--- config.mk ---
export PLATFORM = sky130hd
export DESIGN_NAME = oag_core
export DESIGN_NICKNAME = d
export VERILOG_FILES = /design/src/oag_pkg.sv /design/src/oag_core.sv /design/src/oag_regfile.sv /design/src/oag_short_map.sv
export SDC_FILE = /design/constraint.sdc
export NUM_CORES = 1
export LEC_CHECK = 0
export ABC_AREA = 0
export BUFFER_PORTS_ARGS = -buffer_cell sky130_fd_sc_hd__buf_2
export CAP_MARGIN = 0
export CORE_MARGIN = 2
export CORE_UTILIZATION = 63
export DETAILED_ROUTE_END_ITERATION = 10
export GPL_TIMING_DRIVEN = 0
export PLACE_DENSITY = 0.85
export SLEW_MARGIN = 20
export SYNTH_ARGS = -nofsm -noshare
export SYNTH_HDL_FRONTEND = slang
export SYNTH_SLANG_ARGS = --single-unit
--- constraint.sdc ---
create_clock -name clock_in -period 4.7 [get_ports clock_in]
set_clock_uncertainty 0.2 [all_clocks]
set_input_delay 0.705 -clock clock_in [delete_from_list [all_inputs] [get_ports clock_in]]
set_output_delay 0.705 -clock clock_in [all_outputs]
set_load 0.01 [all_outputs]
--- src/oag_pkg.sv ---
// shared constants and types for operand address generation
package oag_pkg;
   // operand class handed over by the opcode decoder
   typedef enum logic [4:0] {
      OAG_NONE,
      OAG_UMUL,      // unsigned_multiply
      OAG_UDIVW,     // unsigned_word_divide
      OAG_ADJ,       // decimal_adjust_after_add / _sub
      OAG_ROT4,      // digit_rotate_right / _left
      OAG_REG8,      // 3-bit register field
      OAG_REG1,      // 1-bit register field
      OAG_REG16,     // 2-bit pair field
      OAG_IMM8,
      OAG_IMM16,
      OAG_SADDR,
      OAG_SADDRP,
      OAG_SFR,
      OAG_SFRP,
      OAG_STACK,     // push side: push, call, context save
      OAG_UNSTACK,   // pop side: pop, return
      OAG_DIRECT     // direct_address_word
   } oag_class_t;
   localparam int OAG_BANK_W = 4;          // extension address width
   localparam int OAG_RBANKS = 4;          // general register banks
   localparam logic [2:0] OAG_ACC_IDX = 3'h1;     // A is R1
   localparam logic [1:0] OAG_ACC_PAIR = 2'h0;    // accumulator_pair is RP0
   localparam logic [2:0] OAG_R1_BASE = 3'h2;     // C=R2, B=R3
   localparam logic [4:0] OAG_MOVA_OP = 5'h1a;    // 11010rrr
   localparam logic [5:0] OAG_INCP_OP = 6'h11;    // 010001pp
   localparam logic [6:0] OAG_SADDR_HI = 7'h7f;   // bits 15..9 of saddr
   localparam logic [7:0] OAG_SADDR_SPLIT = 8'h20;
   localparam logic [7:0] OAG_SFR_HI = 8'hff;
   localparam logic [15:0] OAG_SFR_BASE = 16'hff00;
   localparam logic [15:0] OAG_SADDRP_MAX = 16'hff1e;
   localparam logic [15:0] OAG_SP_STEP = 16'h0002;
   localparam logic [15:0] OAG_SP_RESET = 16'h0000;
   localparam logic [3:0] OAG_DIGIT_MASK = 4'hf;  // low nibble only
   localparam logic [3:0] OAG_NO_MASK = 4'h0;
endpackage

--- src/oag_core.sv ---
// operand address generation for the 8-bit core
// Behaviour
// - multiply uses A, product to accumulator_pair
// - word divide uses accumulator_pair both ways
// - decimal adjust works on A implicitly
// - digit rotate uses A low nibble
// - registers come from flag-selected bank
// - 3-bit field picks eight, 1-bit two
// - 2-bit field picks one of four pairs
// - byte 11010010 moves R2 into A
// - byte 01000110 increments pair RP2
// - immediates follow opcode, byte or word
// - short direct window FE20h to FF1Fh
// - bit 8 set only for 00h-1Fh
// - window below FF00h is ram, above registers
// - word pairs low then next, start FF1Eh
// - register space FF00h-FFFFh by byte
// - pair-capable special registers accessed as words
// - stack addressed through pointer, 64K space
// - push decrements pointer by two first
// - plain bank drives A16-A19 for direct addresses without prefix, else zero
// - prefixed bank drives A16-A19 for direct addresses under prefix
// - bank number held until rewritten
// - direct address low byte then high
// - codes map R0-R7 and RP0-RP3 in order
`timescale 1ns/1ps
module oag_core import oag_pkg::*; #(
   parameter int BANK_W = OAG_BANK_W,      // extension address width
   parameter int RBANKS = OAG_RBANKS       // register bank count
) (
   input wire logic clock_in,              // core clock
   input wire logic resetn_in,             // sync reset, active low
   input wire logic dec_valid_in,          // instruction present
   input wire oag_class_t op_class_in,     // operand class
   input wire logic [7:0] op_byte0_in,     // opcode byte
   input wire logic [7:0] op_byte1_in,     // first byte after opcode
   input wire logic [7:0] op_byte2_in,     // second byte after opcode
   input wire logic sub_bank_in,           // sub-bank prefix present
   input wire logic bank_select_hi_in,     // bank_select_hi flag
   input wire logic bank_select_lo_in,     // bank_select_lo flag
   input wire logic bank_wr_in,            // bank register write
   input wire logic bank_wr_prefixed_in,   // high: prefixed_bank_register
   input wire logic [BANK_W-1:0] bank_data_in, // bank number
   input wire logic sp_wr_in,              // stack pointer load
   input wire logic [15:0] sp_data_in,     // new stack pointer
   input wire logic reg_wr_in,             // register byte write
   input wire logic [4:0] reg_wr_addr_in,  // bank and register
   input wire logic [7:0] reg_wr_data_in,  // register byte
   output logic op_valid_out,              // operand fields valid
   output logic [4:0] reg_addr_out,        // bank and register code
   output logic reg_word_out,              // register operand is a pair
   output logic reg_dst_acc_out,           // destination is A
   output logic acc_src_out,               // A used implicitly
   output logic acc_pair_out,              // accumulator_pair implicit
   output logic [3:0] digit_mask_out,      // A bits taking part
   output logic [15:0] pair_data_out,      // pair read from bank
   output logic imm_valid_out,             // immediate present
   output logic imm_word_out,              // immediate is 16 bits
   output logic [15:0] imm_out,            // immediate value
   output logic mem_en_out,                // memory operand present
   output logic mem_word_out,              // two-byte memory access
   output logic [15:0] eff_addr_out,       // effective address
   output logic sfr_sel_out,               // address in register space
   output logic range_err_out,             // illegal word start
   output logic [BANK_W-1:0] ext_addr_out, // A16..A19
   output logic [15:0] sp_out,             // stack pointer
   output logic [BANK_W-1:0] plain_bank_out,   // plain_bank_register
   output logic [BANK_W-1:0] prefixed_bank_out // prefixed_bank_register
);
   generate
      if (BANK_W != OAG_BANK_W || RBANKS != OAG_RBANKS) begin : g_chk
         $error("oag_core: bank fields sized for four bits and four banks");
      end
   endgenerate

   // all state in one record
   typedef struct packed {
      logic valid;
      logic [4:0] reg_addr;
      logic reg_word;
      logic dst_acc;
      logic acc_src;
      logic acc_pair;
      logic [3:0] dmask;
      logic imm_valid;
      logic imm_word;
      logic [15:0] imm;
      logic mem_en;
      logic mem_word;
      logic [15:0] ea;
      logic sfr;
      logic rerr;
      logic [3:0] ext;
      logic [15:0] sp;
      logic [3:0] plain_bank;
      logic [3:0] pref_bank;
   } oag_state_t;

   oag_state_t st_q;     // registered state
   oag_state_t st_d;     // next state
   logic [1:0] bank_sel; // current register bank
   logic [15:0] sh_addr; // short/special address
   logic sh_sfr;         // short address in register space
   logic sh_err;         // short word start too high
   logic [7:0] op_b0;    // opcode byte
   logic [2:0] rcode;    // register code picked this cycle

   // glue bank index to a register code
   function automatic logic [4:0] reg_index(input logic [1:0] bank, input logic [2:0] code);
      reg_index = {bank, code};
   endfunction

   assign bank_sel = {bank_select_hi_in, bank_select_lo_in};
   assign op_b0 = op_byte0_in;

   oag_short_map u_map (
      .imm_in(op_byte1_in),
      .sfr_mode_in(op_class_in == OAG_SFR || op_class_in == OAG_SFRP),
      .word_in(op_class_in == OAG_SADDRP || op_class_in == OAG_SFRP),
      .addr_out(sh_addr),
      .sfr_out(sh_sfr),
      .range_err_out(sh_err)
   );

   // the pair holding the chosen register is read one cycle on,
   // so its data line up with the decoded fields
   oag_regfile #(.BANKS(RBANKS)) u_rf (
      .clock_in(clock_in),
      .rd_pair_in({bank_sel, rcode[2:1]}),
      .wr_en_in(reg_wr_in),
      .wr_addr_in(reg_wr_addr_in),
      .wr_data_in(reg_wr_data_in),
      .rd_data_out(pair_data_out)
   );

   // register code for the pair read, from the same decode as below
   always_comb begin
      rcode = op_b0[2:0];
      case (op_class_in)
         OAG_UMUL, OAG_ADJ, OAG_ROT4: rcode = OAG_ACC_IDX;
         OAG_UDIVW: rcode = {OAG_ACC_PAIR, 1'b0};
         OAG_REG1: rcode = OAG_R1_BASE + {2'h0, op_b0[0]};
         OAG_REG16: rcode = {op_b0[1:0], 1'b0};
         default: rcode = op_b0[2:0];
      endcase
   end

   // decode the operand of the instruction now presented
   always_comb begin
      st_d = st_q;
      st_d.valid = dec_valid_in;
      st_d.dst_acc = 1'b0;
      st_d.acc_src = 1'b0;
      st_d.acc_pair = 1'b0;
      st_d.dmask = OAG_NO_MASK;
      st_d.imm_valid = 1'b0;
      st_d.imm_word = 1'b0;
      st_d.imm = 16'h0000;
      st_d.mem_en = 1'b0;
      st_d.mem_word = 1'b0;
      st_d.sfr = 1'b0;
      st_d.rerr = 1'b0;
      st_d.ext = 4'h0;
      st_d.reg_word = 1'b0;
      st_d.reg_addr = reg_index(bank_sel, rcode);
      // bank numbers only move on an explicit write
      if (bank_wr_in && !bank_wr_prefixed_in) begin
         st_d.plain_bank = bank_data_in;
      end
      if (bank_wr_in && bank_wr_prefixed_in) begin
         st_d.pref_bank = bank_data_in;
      end
      if (sp_wr_in) begin
         st_d.sp = sp_data_in;
      end
      if (dec_valid_in) begin
         case (op_class_in)
            OAG_UMUL: begin
               st_d.acc_src = 1'b1;
               st_d.acc_pair = 1'b1;
            end
            OAG_UDIVW: begin
               st_d.acc_pair = 1'b1;
               st_d.reg_word = 1'b1;
            end
            OAG_ADJ: begin
               st_d.acc_src = 1'b1;
            end
            OAG_ROT4: begin
               st_d.acc_src = 1'b1;
               st_d.dmask = OAG_DIGIT_MASK;
            end
            OAG_REG8: begin
               // move-to-A form names the source only
               st_d.dst_acc = (op_b0[7:3] == OAG_MOVA_OP);
            end
            OAG_REG1: begin
               st_d.reg_word = 1'b0;
            end
            OAG_REG16: begin
               st_d.reg_word = 1'b1;
            end
            OAG_IMM8: begin
               st_d.imm_valid = 1'b1;
               st_d.imm = {8'h00, op_byte1_in};
            end
            OAG_IMM16: begin
               st_d.imm_valid = 1'b1;
               st_d.imm_word = 1'b1;
               st_d.imm = {op_byte2_in, op_byte1_in};
            end
            OAG_SADDR, OAG_SADDRP, OAG_SFR, OAG_SFRP: begin
               st_d.mem_en = 1'b1;
               st_d.ea = sh_addr;
               st_d.sfr = sh_sfr;
               st_d.rerr = sh_err;
               // word forms take low byte here, high byte next
               st_d.mem_word = (op_class_in == OAG_SADDRP) || (op_class_in == OAG_SFRP);
            end
            OAG_STACK: begin
               // pointer drops by two before the pair lands
               st_d.mem_en = 1'b1;
               st_d.mem_word = 1'b1;
               st_d.sp = st_q.sp - OAG_SP_STEP;
               st_d.ea = st_q.sp - OAG_SP_STEP;
            end
            OAG_UNSTACK: begin
               st_d.mem_en = 1'b1;
               st_d.mem_word = 1'b1;
               st_d.ea = st_q.sp;
               st_d.sp = st_q.sp + OAG_SP_STEP;
            end
            OAG_DIRECT: begin
               st_d.mem_en = 1'b1;
               st_d.ea = {op_byte2_in, op_byte1_in};
               st_d.sfr = ({op_byte2_in, op_byte1_in} >= OAG_SFR_BASE);
               // prefix swaps in the second bank register
               if (sub_bank_in) begin
                  st_d.ext = st_q.pref_bank;
               end else begin
                  st_d.ext = st_q.plain_bank;
               end
            end
            default: begin
               st_d.reg_addr = st_q.reg_addr;
            end
         endcase
      end
   end

   // single state register; reset clears control, pointer to zero
   always_ff @(posedge clock_in) begin
      if (!resetn_in) begin
         st_q <= '0;
         st_q.sp <= OAG_SP_RESET;
      end else begin
         st_q <= st_d;
      end
   end

   assign op_valid_out = st_q.valid;
   assign reg_addr_out = st_q.reg_addr;
   assign reg_word_out = st_q.reg_word;
   assign reg_dst_acc_out = st_q.dst_acc;
   assign acc_src_out = st_q.acc_src;
   assign acc_pair_out = st_q.acc_pair;
   assign digit_mask_out = st_q.dmask;
   assign imm_valid_out = st_q.imm_valid;
   assign imm_word_out = st_q.imm_word;
   assign imm_out = st_q.imm;
   assign mem_en_out = st_q.mem_en;
   assign mem_word_out = st_q.mem_word;
   assign eff_addr_out = st_q.ea;
   assign sfr_sel_out = st_q.sfr;
   assign range_err_out = st_q.rerr;
   assign ext_addr_out = st_q.ext;
   assign sp_out = st_q.sp;
   assign plain_bank_out = st_q.plain_bank;
   assign prefixed_bank_out = st_q.pref_bank;
endmodule

--- src/oag_regfile.sv ---
// general register banks: byte writes, registered pair read
`timescale 1ns/1ps
module oag_regfile import oag_pkg::*; #(
   parameter int BANKS = OAG_RBANKS
) (
   input wire logic clock_in,                 // core clock
   input wire logic [$clog2(BANKS)+1:0] rd_pair_in, // bank and pair
   input wire logic wr_en_in,                 // byte write strobe
   input wire logic [$clog2(BANKS)+2:0] wr_addr_in, // bank and register
   input wire logic [7:0] wr_data_in,         // byte to store
   output logic [15:0] rd_data_out            // {high, low} of the pair
);
   localparam int PAIRS = BANKS * 4;
   logic [7:0] lo_mem [PAIRS];   // even registers
   logic [7:0] hi_mem [PAIRS];   // odd registers
   generate
      if (BANKS < 1 || BANKS > 8) begin : g_chk
         $error("oag_regfile: bank count out of range");
      end
   endgenerate
   // contents are data, not control, so they carry no reset
   always_ff @(posedge clock_in) begin
      if (wr_en_in && !wr_addr_in[0]) begin
         lo_mem[wr_addr_in[$clog2(BANKS)+2:1]] <= wr_data_in;
      end
      if (wr_en_in && wr_addr_in[0]) begin
         hi_mem[wr_addr_in[$clog2(BANKS)+2:1]] <= wr_data_in;
      end
      rd_data_out <= {hi_mem[rd_pair_in], lo_mem[rd_pair_in]};
   end
endmodule

--- src/oag_short_map.sv ---
// short direct and special register address forming
`timescale 1ns/1ps
module oag_short_map import oag_pkg::*; (
   input wire logic [7:0] imm_in,     // 8-bit operand byte
   input wire logic sfr_mode_in,      // high: special register addressing
   input wire logic word_in,          // high: two-byte access
   output logic [15:0] addr_out,      // effective address
   output logic sfr_out,              // high: lands in register space
   output logic range_err_out         // word start beyond last pair
);
   // window wraps so 00h..1fh lands above the ram part
   always_comb begin
      if (sfr_mode_in) begin
         addr_out = {OAG_SFR_HI, imm_in};
      end else begin
         addr_out = {OAG_SADDR_HI, (imm_in < OAG_SADDR_SPLIT), imm_in};
      end
      sfr_out = (addr_out >= OAG_SFR_BASE);
      range_err_out = word_in && !sfr_mode_in && (addr_out > OAG_SADDRP_MAX);
   end
endmodule

==> After elaboration in Yosys (flattened, before gate mapping) <==
Memory sizes are Yosys's and may differ from the RTL's. A register that Yosys moved wholly into a read port is not among the register bits.
Index checks and enable logic that the tools add are counted.
{ "op_classes": {"n_lt_le_gt_ge": 4, "muxes": 25, "mul": 0, "reduce_logical": 25, "div": 0, "add_sub_neg": 3, "eq_ne": 18, "bitwise": 0, "shifts": 0} }
{ "ops": {"columns": ["operator", "count"], "rows": [
  ["$mux W71", 1],
  ["$pmux W16 S2", 2],
  ["$pmux W16 S4", 1],
  ["$eq A5 B4 Y1 const B", 8],
  ["$ge A16 B16 Y1 const B", 2],
  ["$eq A5 B3 Y1 const B", 4],
  ["$add A16 B2 Y16 const B", 1],
  ["$gt A16 B16 Y1 const B", 1],
  ["$mux W16", 1],
  ["$reduce_or A16 Y1", 1],
  ["$sub A16 B2 Y16 const B", 1],
  ["$mux W1", 12],
  ["$mux W4", 3],
  ["$pmux W3 S4", 1],
  ["$eq A5 B2 Y1 const B", 2],
  ["$eq A5 B5 Y1 const B", 2],
  ["$mux W9", 1],
  ["$reduce_and A3 Y1", 3],
  ["$lt A8 B6 Y1 const B", 1],
  ["$reduce_or A2 Y1", 4],
  ["$reduce_or A7 Y1", 1],
  ["$logic_and A1 B1 Y1", 6],
  ["$eq A5 B1 Y1 const B", 1],
  ["$mux W5", 1],
  ["9 further kinds", 14]
]} }
{ "totals": {"mem_bits_ro": 0, "latchBits": 0, "memories": 2, "mem_bits_rw": 256, "elab_cells": 96, "out_inout_bits": 96, "regBits": 80, "in_bits": 72} }
{ "memory_table": {"columns": ["name", "words", "word_bits", "rd", "rd_clocked_by_memory_dff", "wr", "line", "rtl"], "rows": [
  ["u_rf.hi_mem", 16, 8, 1, 1, 1, "oag_regfile.sv:15", "logic [7:0] hi_mem [PAIRS];"],
  ["u_rf.lo_mem", 16, 8, 1, 1, 1, "oag_regfile.sv:14", "logic [7:0] lo_mem [PAIRS];"]
]} }

==> Longest topological paths before layout <==
{ "depth": {"ltp_word": 7, "ltp_mapped": 10, "depth_no_buf": 8} }

==> Cells and area by module <==
Synthesis repeated with hierarchy kept, for this count alone.
{ "unflattened": {"hier_cells": 939, "area_unflattened_um2": 14214.9} }
{ "modules_own_cells": {"columns": ["mod", "seq_area_each_um2", "area_each_um2", "instances", "cells_each"], "rows": [
  ["oag_regfile", 8007.7, 10212.3, 1, 462],
  ["oag_core", 1541.5, 3841.2, 1, 455],
  ["oag_short_map", 0.0, 161.4, 1, 22]
]} }

==> Worst setup path before layout <==
Ideal clock, no wire load.
{ "synth_path": {"kind": "input -> register", "from": "input port op_class_in[2]", "to": "register u_rf.rd_data_out[10] (read register of u_rf.hi_mem)", "required_time_ps": 4377, "arrival_ps": 2504, "n_path_buf": 3, "setup_slack_ps": 1874, "stages": 9, "cell_sequence": "buf_6 -> and4b_1 -> a41oi_2 -> and2_4 -> buf_12 -> buf_12 -> mux4_2 -> a22oi_1 -> nand3_1"} }
{ "synth_via": {"elab_chain_cells": 3, "word_cells_on_any_way": 8, "cone_classes": "eq/ne: 6; mux: 1; reduce/logical: 1"} }
{ "synth_lines": {"columns": ["item", "line", "rtl"], "rows": [
  ["start: declaration", "oag_core.sv:34", "input wire oag_class_t op_class_in,"],
  ["$eq A5 B3 Y1 (tied with other cells)", "oag_core.sv:139", "case (op_class_in)"],
  ["$reduce_or A3 Y1 (no line)", null, null],
  ["$pmux W3 S4 (*)", "oag_core.sv:139", null],
  ["end: declaration", "oag_regfile.sv:11", "output logic [15:0] rd_data_out"]
]} }
Mark *: on every way between the ends. The rest lies on a longest branch, timed or not.
A chain may end at the register's enable or synchronous reset.

==> Worst setup path after layout <==
{ "layout_path": {"from": "input port op_byte0_in[1]", "to": "register u_rf.rd_data_out[12] (read register of u_rf.hi_mem)"} }
{ "layout_via": {"elab_chain_cells": 1} }
{ "layout_lines": {"columns": ["item", "line", "rtl"], "rows": [
  ["start: declaration", "oag_core.sv:35", "input wire logic [7:0] op_byte0_in,"],
  ["$pmux W3 S4", "oag_core.sv:139", null]
]} }
Every way passes these cells.

==> summary.md <==
| Metric | Value |
|---|---|
| Status | `completed` |
| Aggregate global routing overflow | `0` |
| Final WS setup | `around 1.5 ns` |
| Synth top area cells | `edfxtp_1 (54%), dfxtp_1 (13%), mux4_2 (4.1%)` |
| Gr usage total | `31.61%` |
| Final period util | `67.45%` |
| Initial Utilization | `a little under two thirds` |
| Cell Rows | `55` |
| Hold_ws | `0.1459 ns` |
| Post-Route Utilization | `74.26%` |
| Max Slew Vio Count | `0` |
| CP startpoint kind | `input pin` |
| Min-delay src | `op_byte0_in[3]` |
| Die Wd | `155.0 um` |
| Clock Tree Buf Depth | `3` |
| Final net count | `1,323` |
| Sequential power share | `49.8%` |
| Placer Congestion | `0.9133` |
| Max cap viols | `0` |
| Maximum vdd drop | `0.4056 mV` |
| Total setup buffers inserted after CTS | `0` |
| CTS Hold Bufs | `0` |
| FFs w/ async S/R, synth | `0%` |
| Cts bufs inserted | `35` |
| H-tree Lvls | `2` |
| Synth Instances | `1,051` |
| Final Setup Violations | `0` |
| Boundary Pins | `168` |
| Synthesis warning total | `0` |
| FMAX | `315.5 MHz` |
| R2r setup slk | `approximately 2.1 ns` |
| Vias in the first global route | `9,922` |
| Hold Crit Endpoint | `reg_dst_acc_out` |
| ANT cells | `0` |
| Post-synthesis instance area | `14,360 um^2` |
| Main synth FF type | `edfxtp_1` |
| Top-count cell post-synth | `edfxtp_1` |
| Post-Place Setup Slack | `1.030 ns` |
| Post-synth cell types | `69` |
| Dpl hpwl | `~26,000 um` |
| Antenna Nets Post-Route | `0` |
| First-pass GRT wire length | `56,790 um` |
| Slew headroom | `19.38%` |
| Worst Setup Path Type | `input pin to register` |
| Die area | `24,010 um^2` |
| Switch share | `23.50%` |
| CTS tree | `done` |
| EDFF count, synth | `256` |
| CTS resizes | `0` |
| Worst-path clk slew | `0.06 ns` |
| Vias per cell | `approximately 6.6` |
| P_sw | `1.608 mW` |
| Core ar. | `22,500 um^2` |
| Final Critical Period | `3.170 ns` |
| Post-synthesis sequential area ratio | `66.52%` |
| Clock power frac | `40.3%` |
| Port bufs | `160` |
| Post-synth top area share | `a little over half` |
| Worst hold path cell count | `2` |
| Largest net degree at the start of global routing | `33` |
| FF-to-FF Start | `sp_out[7]` |
| Share of post-route cells with drive strength above 1 | `roughly 23%` |
| Syn-to-layout area delta | `16.41%` |
| RSZ-0062 raised after global routing | `false` |
| DR pass1 iterations | `5` |
| Clock Tree Root | `clkbuf_16` |
| Post-synthesis register bit count | `349` |
| Power consumption | `6.843 mW` |
| Final Hold Viols | `0` |
| Syn avg cell area | `between 10 and 15 um^2` |
| Clock sink count | `approximately 350` |
| Most instantiated cells after synthesis | `edfxtp_1 (256), nand2_1 (104), dfxtp_1 (93)` |
| DRC | `0` |
| Insertion delay to the later sink of the worst-skew pair | `0.53 ns` |
| Synth Net Count | `1,125` |
| Routed len/inst | `between 20 and 25 um` |
| Die H | `between 150 and 200 um` |
| DRT iter0 DRCs | `1,196` |
| CP Max Fanout | `10` |
| Combinational power share | `9.9%` |
| FF-to-FF End | `eff_addr_out[12]` |
| Antenna violations before repair | `1` |
| Filler Cells Inserted | `between 1,000 and 1,500` |
| Worst min path class | `input pin to register` |
| WP data required | `4.89 ns` |
| Final TNS setup | `0 ns` |
| Vias | `10,230` |
| CP arrival | `3.36 ns` |
| Cell Pwr Density | `409.5 nW/um^2` |
| WL final | `38,190 um` |
| Internal power | `between 5 and 6 mW` |
| Worst Reg-to-Reg Cells | `7` |
| P_leak | `6.250 nW` |
| Least-Margin Pin Slew | `1.205 ns` |
| Critical path endpoint category | `register` |
| Largest area contributor in the netlist | `edfxtp_1` |
power groups by stage:
stage | registers [mW] | logic, mW | clock network [mW]
finish | 3.41 | 0.675 | 2.76
global route | 3.41 | 0.713 | 2.88
CTS | 3.41 | 0.661 | 2.77
detailed placement | 3.47 | 0.654 | 0
global placement | 3.47 | 0.637 | 0
floorplan | 3.49 | 0.370 | 0
cell usage in the layout, fill, tap and decap left out, types with 9 or more instances in the layout:
| master | instances |
|---|---|
| nor2_1 | 55 |
| a221o_1 | 9 |
| buf_2 | 171 |
| mux4_2 | 26 |
| nor2b_1 | 18 |
| or3_1 | 12 |
| xor2_1 | 16 |
| dfxtp_1 | 93 |
| mux2i_1 | 21 |
| nor3_2 | 9 |
| nand2b_1 | 12 |
| nand4_1 | 10 |
| nor3b_1 | 9 |
| a21boi_0 | 16 |
| a2111oi_0 | 10 |
| a22oi_1 | 16 |
| edfxtp_1 | 256 |
| clkbuf_16 | 37 |
| a21oi_1 | 11 |
| o211ai_1 | 11 |
| nor3_1 | 12 |
| and2_1 | 13 |
| o21ai_1 | 9 |
| a311o_1 | 25 |
| o21ai_0 | 11 |
| clkbuf_1 | 55 |
| nand2_1 | 104 |
| nand3_1 | 29 |
| and3_1 | 41 |
| a211oi_1 | 30 |
state kept, by name, indices dropped and copies added (netlist names), 4 cells and up:
register,cells
u_rf.hi_mem,128
u_rf.lo_mem,128
eff_addr_out,16
imm_out,16
sp_out,16
u_rf.rd_data_out,16
reg_addr_out,5
ext_addr_out,4
plain_bank_out,4
prefixed_bank_out,4
metal layers:
| metal | up-vias | wire length, um | global-route usage, % |
|---|---|---|---|
| met5 | - | 13 | 0 |
| met4 | 2 | 1787 | 14.68 |
| li1 | 4448 | - | - |
| met2 | 734 | 18510 | 52.38 |
| met3 | 136 | 4083 | 6.741 |
| met1 | 4908 | 13800 | 40.40 |
logic make-up after synthesis:
| kind of cell | Yosys count | share of synthesized area [%] |
|---|---|---|
| xor+xnor | 23 | 1.456 |
| fa+ha+maj | 2 | 0.1743 |
| compound gates | 198 | 10.86 |
| flops | 349 | 66.52 |
| buf+inv | 86 | 3.146 |
| simple gates | 343 | 12.06 |
| mux | 50 | 5.779 |
critical path, stage by stage:
cell and delay (ns):
buf_2 0.13, and4b_1 0.20, a41oi_2 0.57, and2_4 0.27, buf_12 0.16, buf_6 0.20, mux4_2 0.53, a22oi_1 0.39
nand3_1 0.18
worst max path at each step:
| stage | slack (ns) | endpoint | from | cells after the start |
|---|---|---|---|---|
| final | 1.53 | u_rf.rd_data_out[12] | op_byte0_in[1] | 9 |
| after global routing | 1.52 | u_rf.rd_data_out[12] | op_byte0_in[1] | 9 |
| after CTS | 1.61 | u_rf.rd_data_out[12] | op_byte0_in[1] | 9 |
| after detailed placement | 1.03 | u_rf.rd_data_out[12] | op_byte0_in[1] | 9 |
| after global placement | 1.05 | u_rf.rd_data_out[12] | op_byte0_in[1] | 9 |
| after floorplan | 1.87 | u_rf.rd_data_out[10] | op_class_in[2] | 9 |
cell type report:
cell class                 instances  area, um^2  area share (%)
sequential                       349        9549           57.14
multi-input combinational        616        4394           26.30
clock buffer                      51        1049           6.274
timing repair buffer             161       808.3           4.837
buffer                            79       425.4           2.546
tap                              285       356.6           2.134
clock inverter                    12       102.6          0.6140
inverter                           7       26.28          0.1572
per-stage QoR:
stage | instance area, um^2 | std cells
3_3_place_gp | 15510 | 1496
4_1_cts | 16710 | 1560
5_1_grt | 16710 | 1560
6_report | 16710 | 1560
2_1_floorplan | 14360 | 1051
3_5_place_dp | 15560 | 1497
No activity file was read; power rests on OpenSTA's default activity.
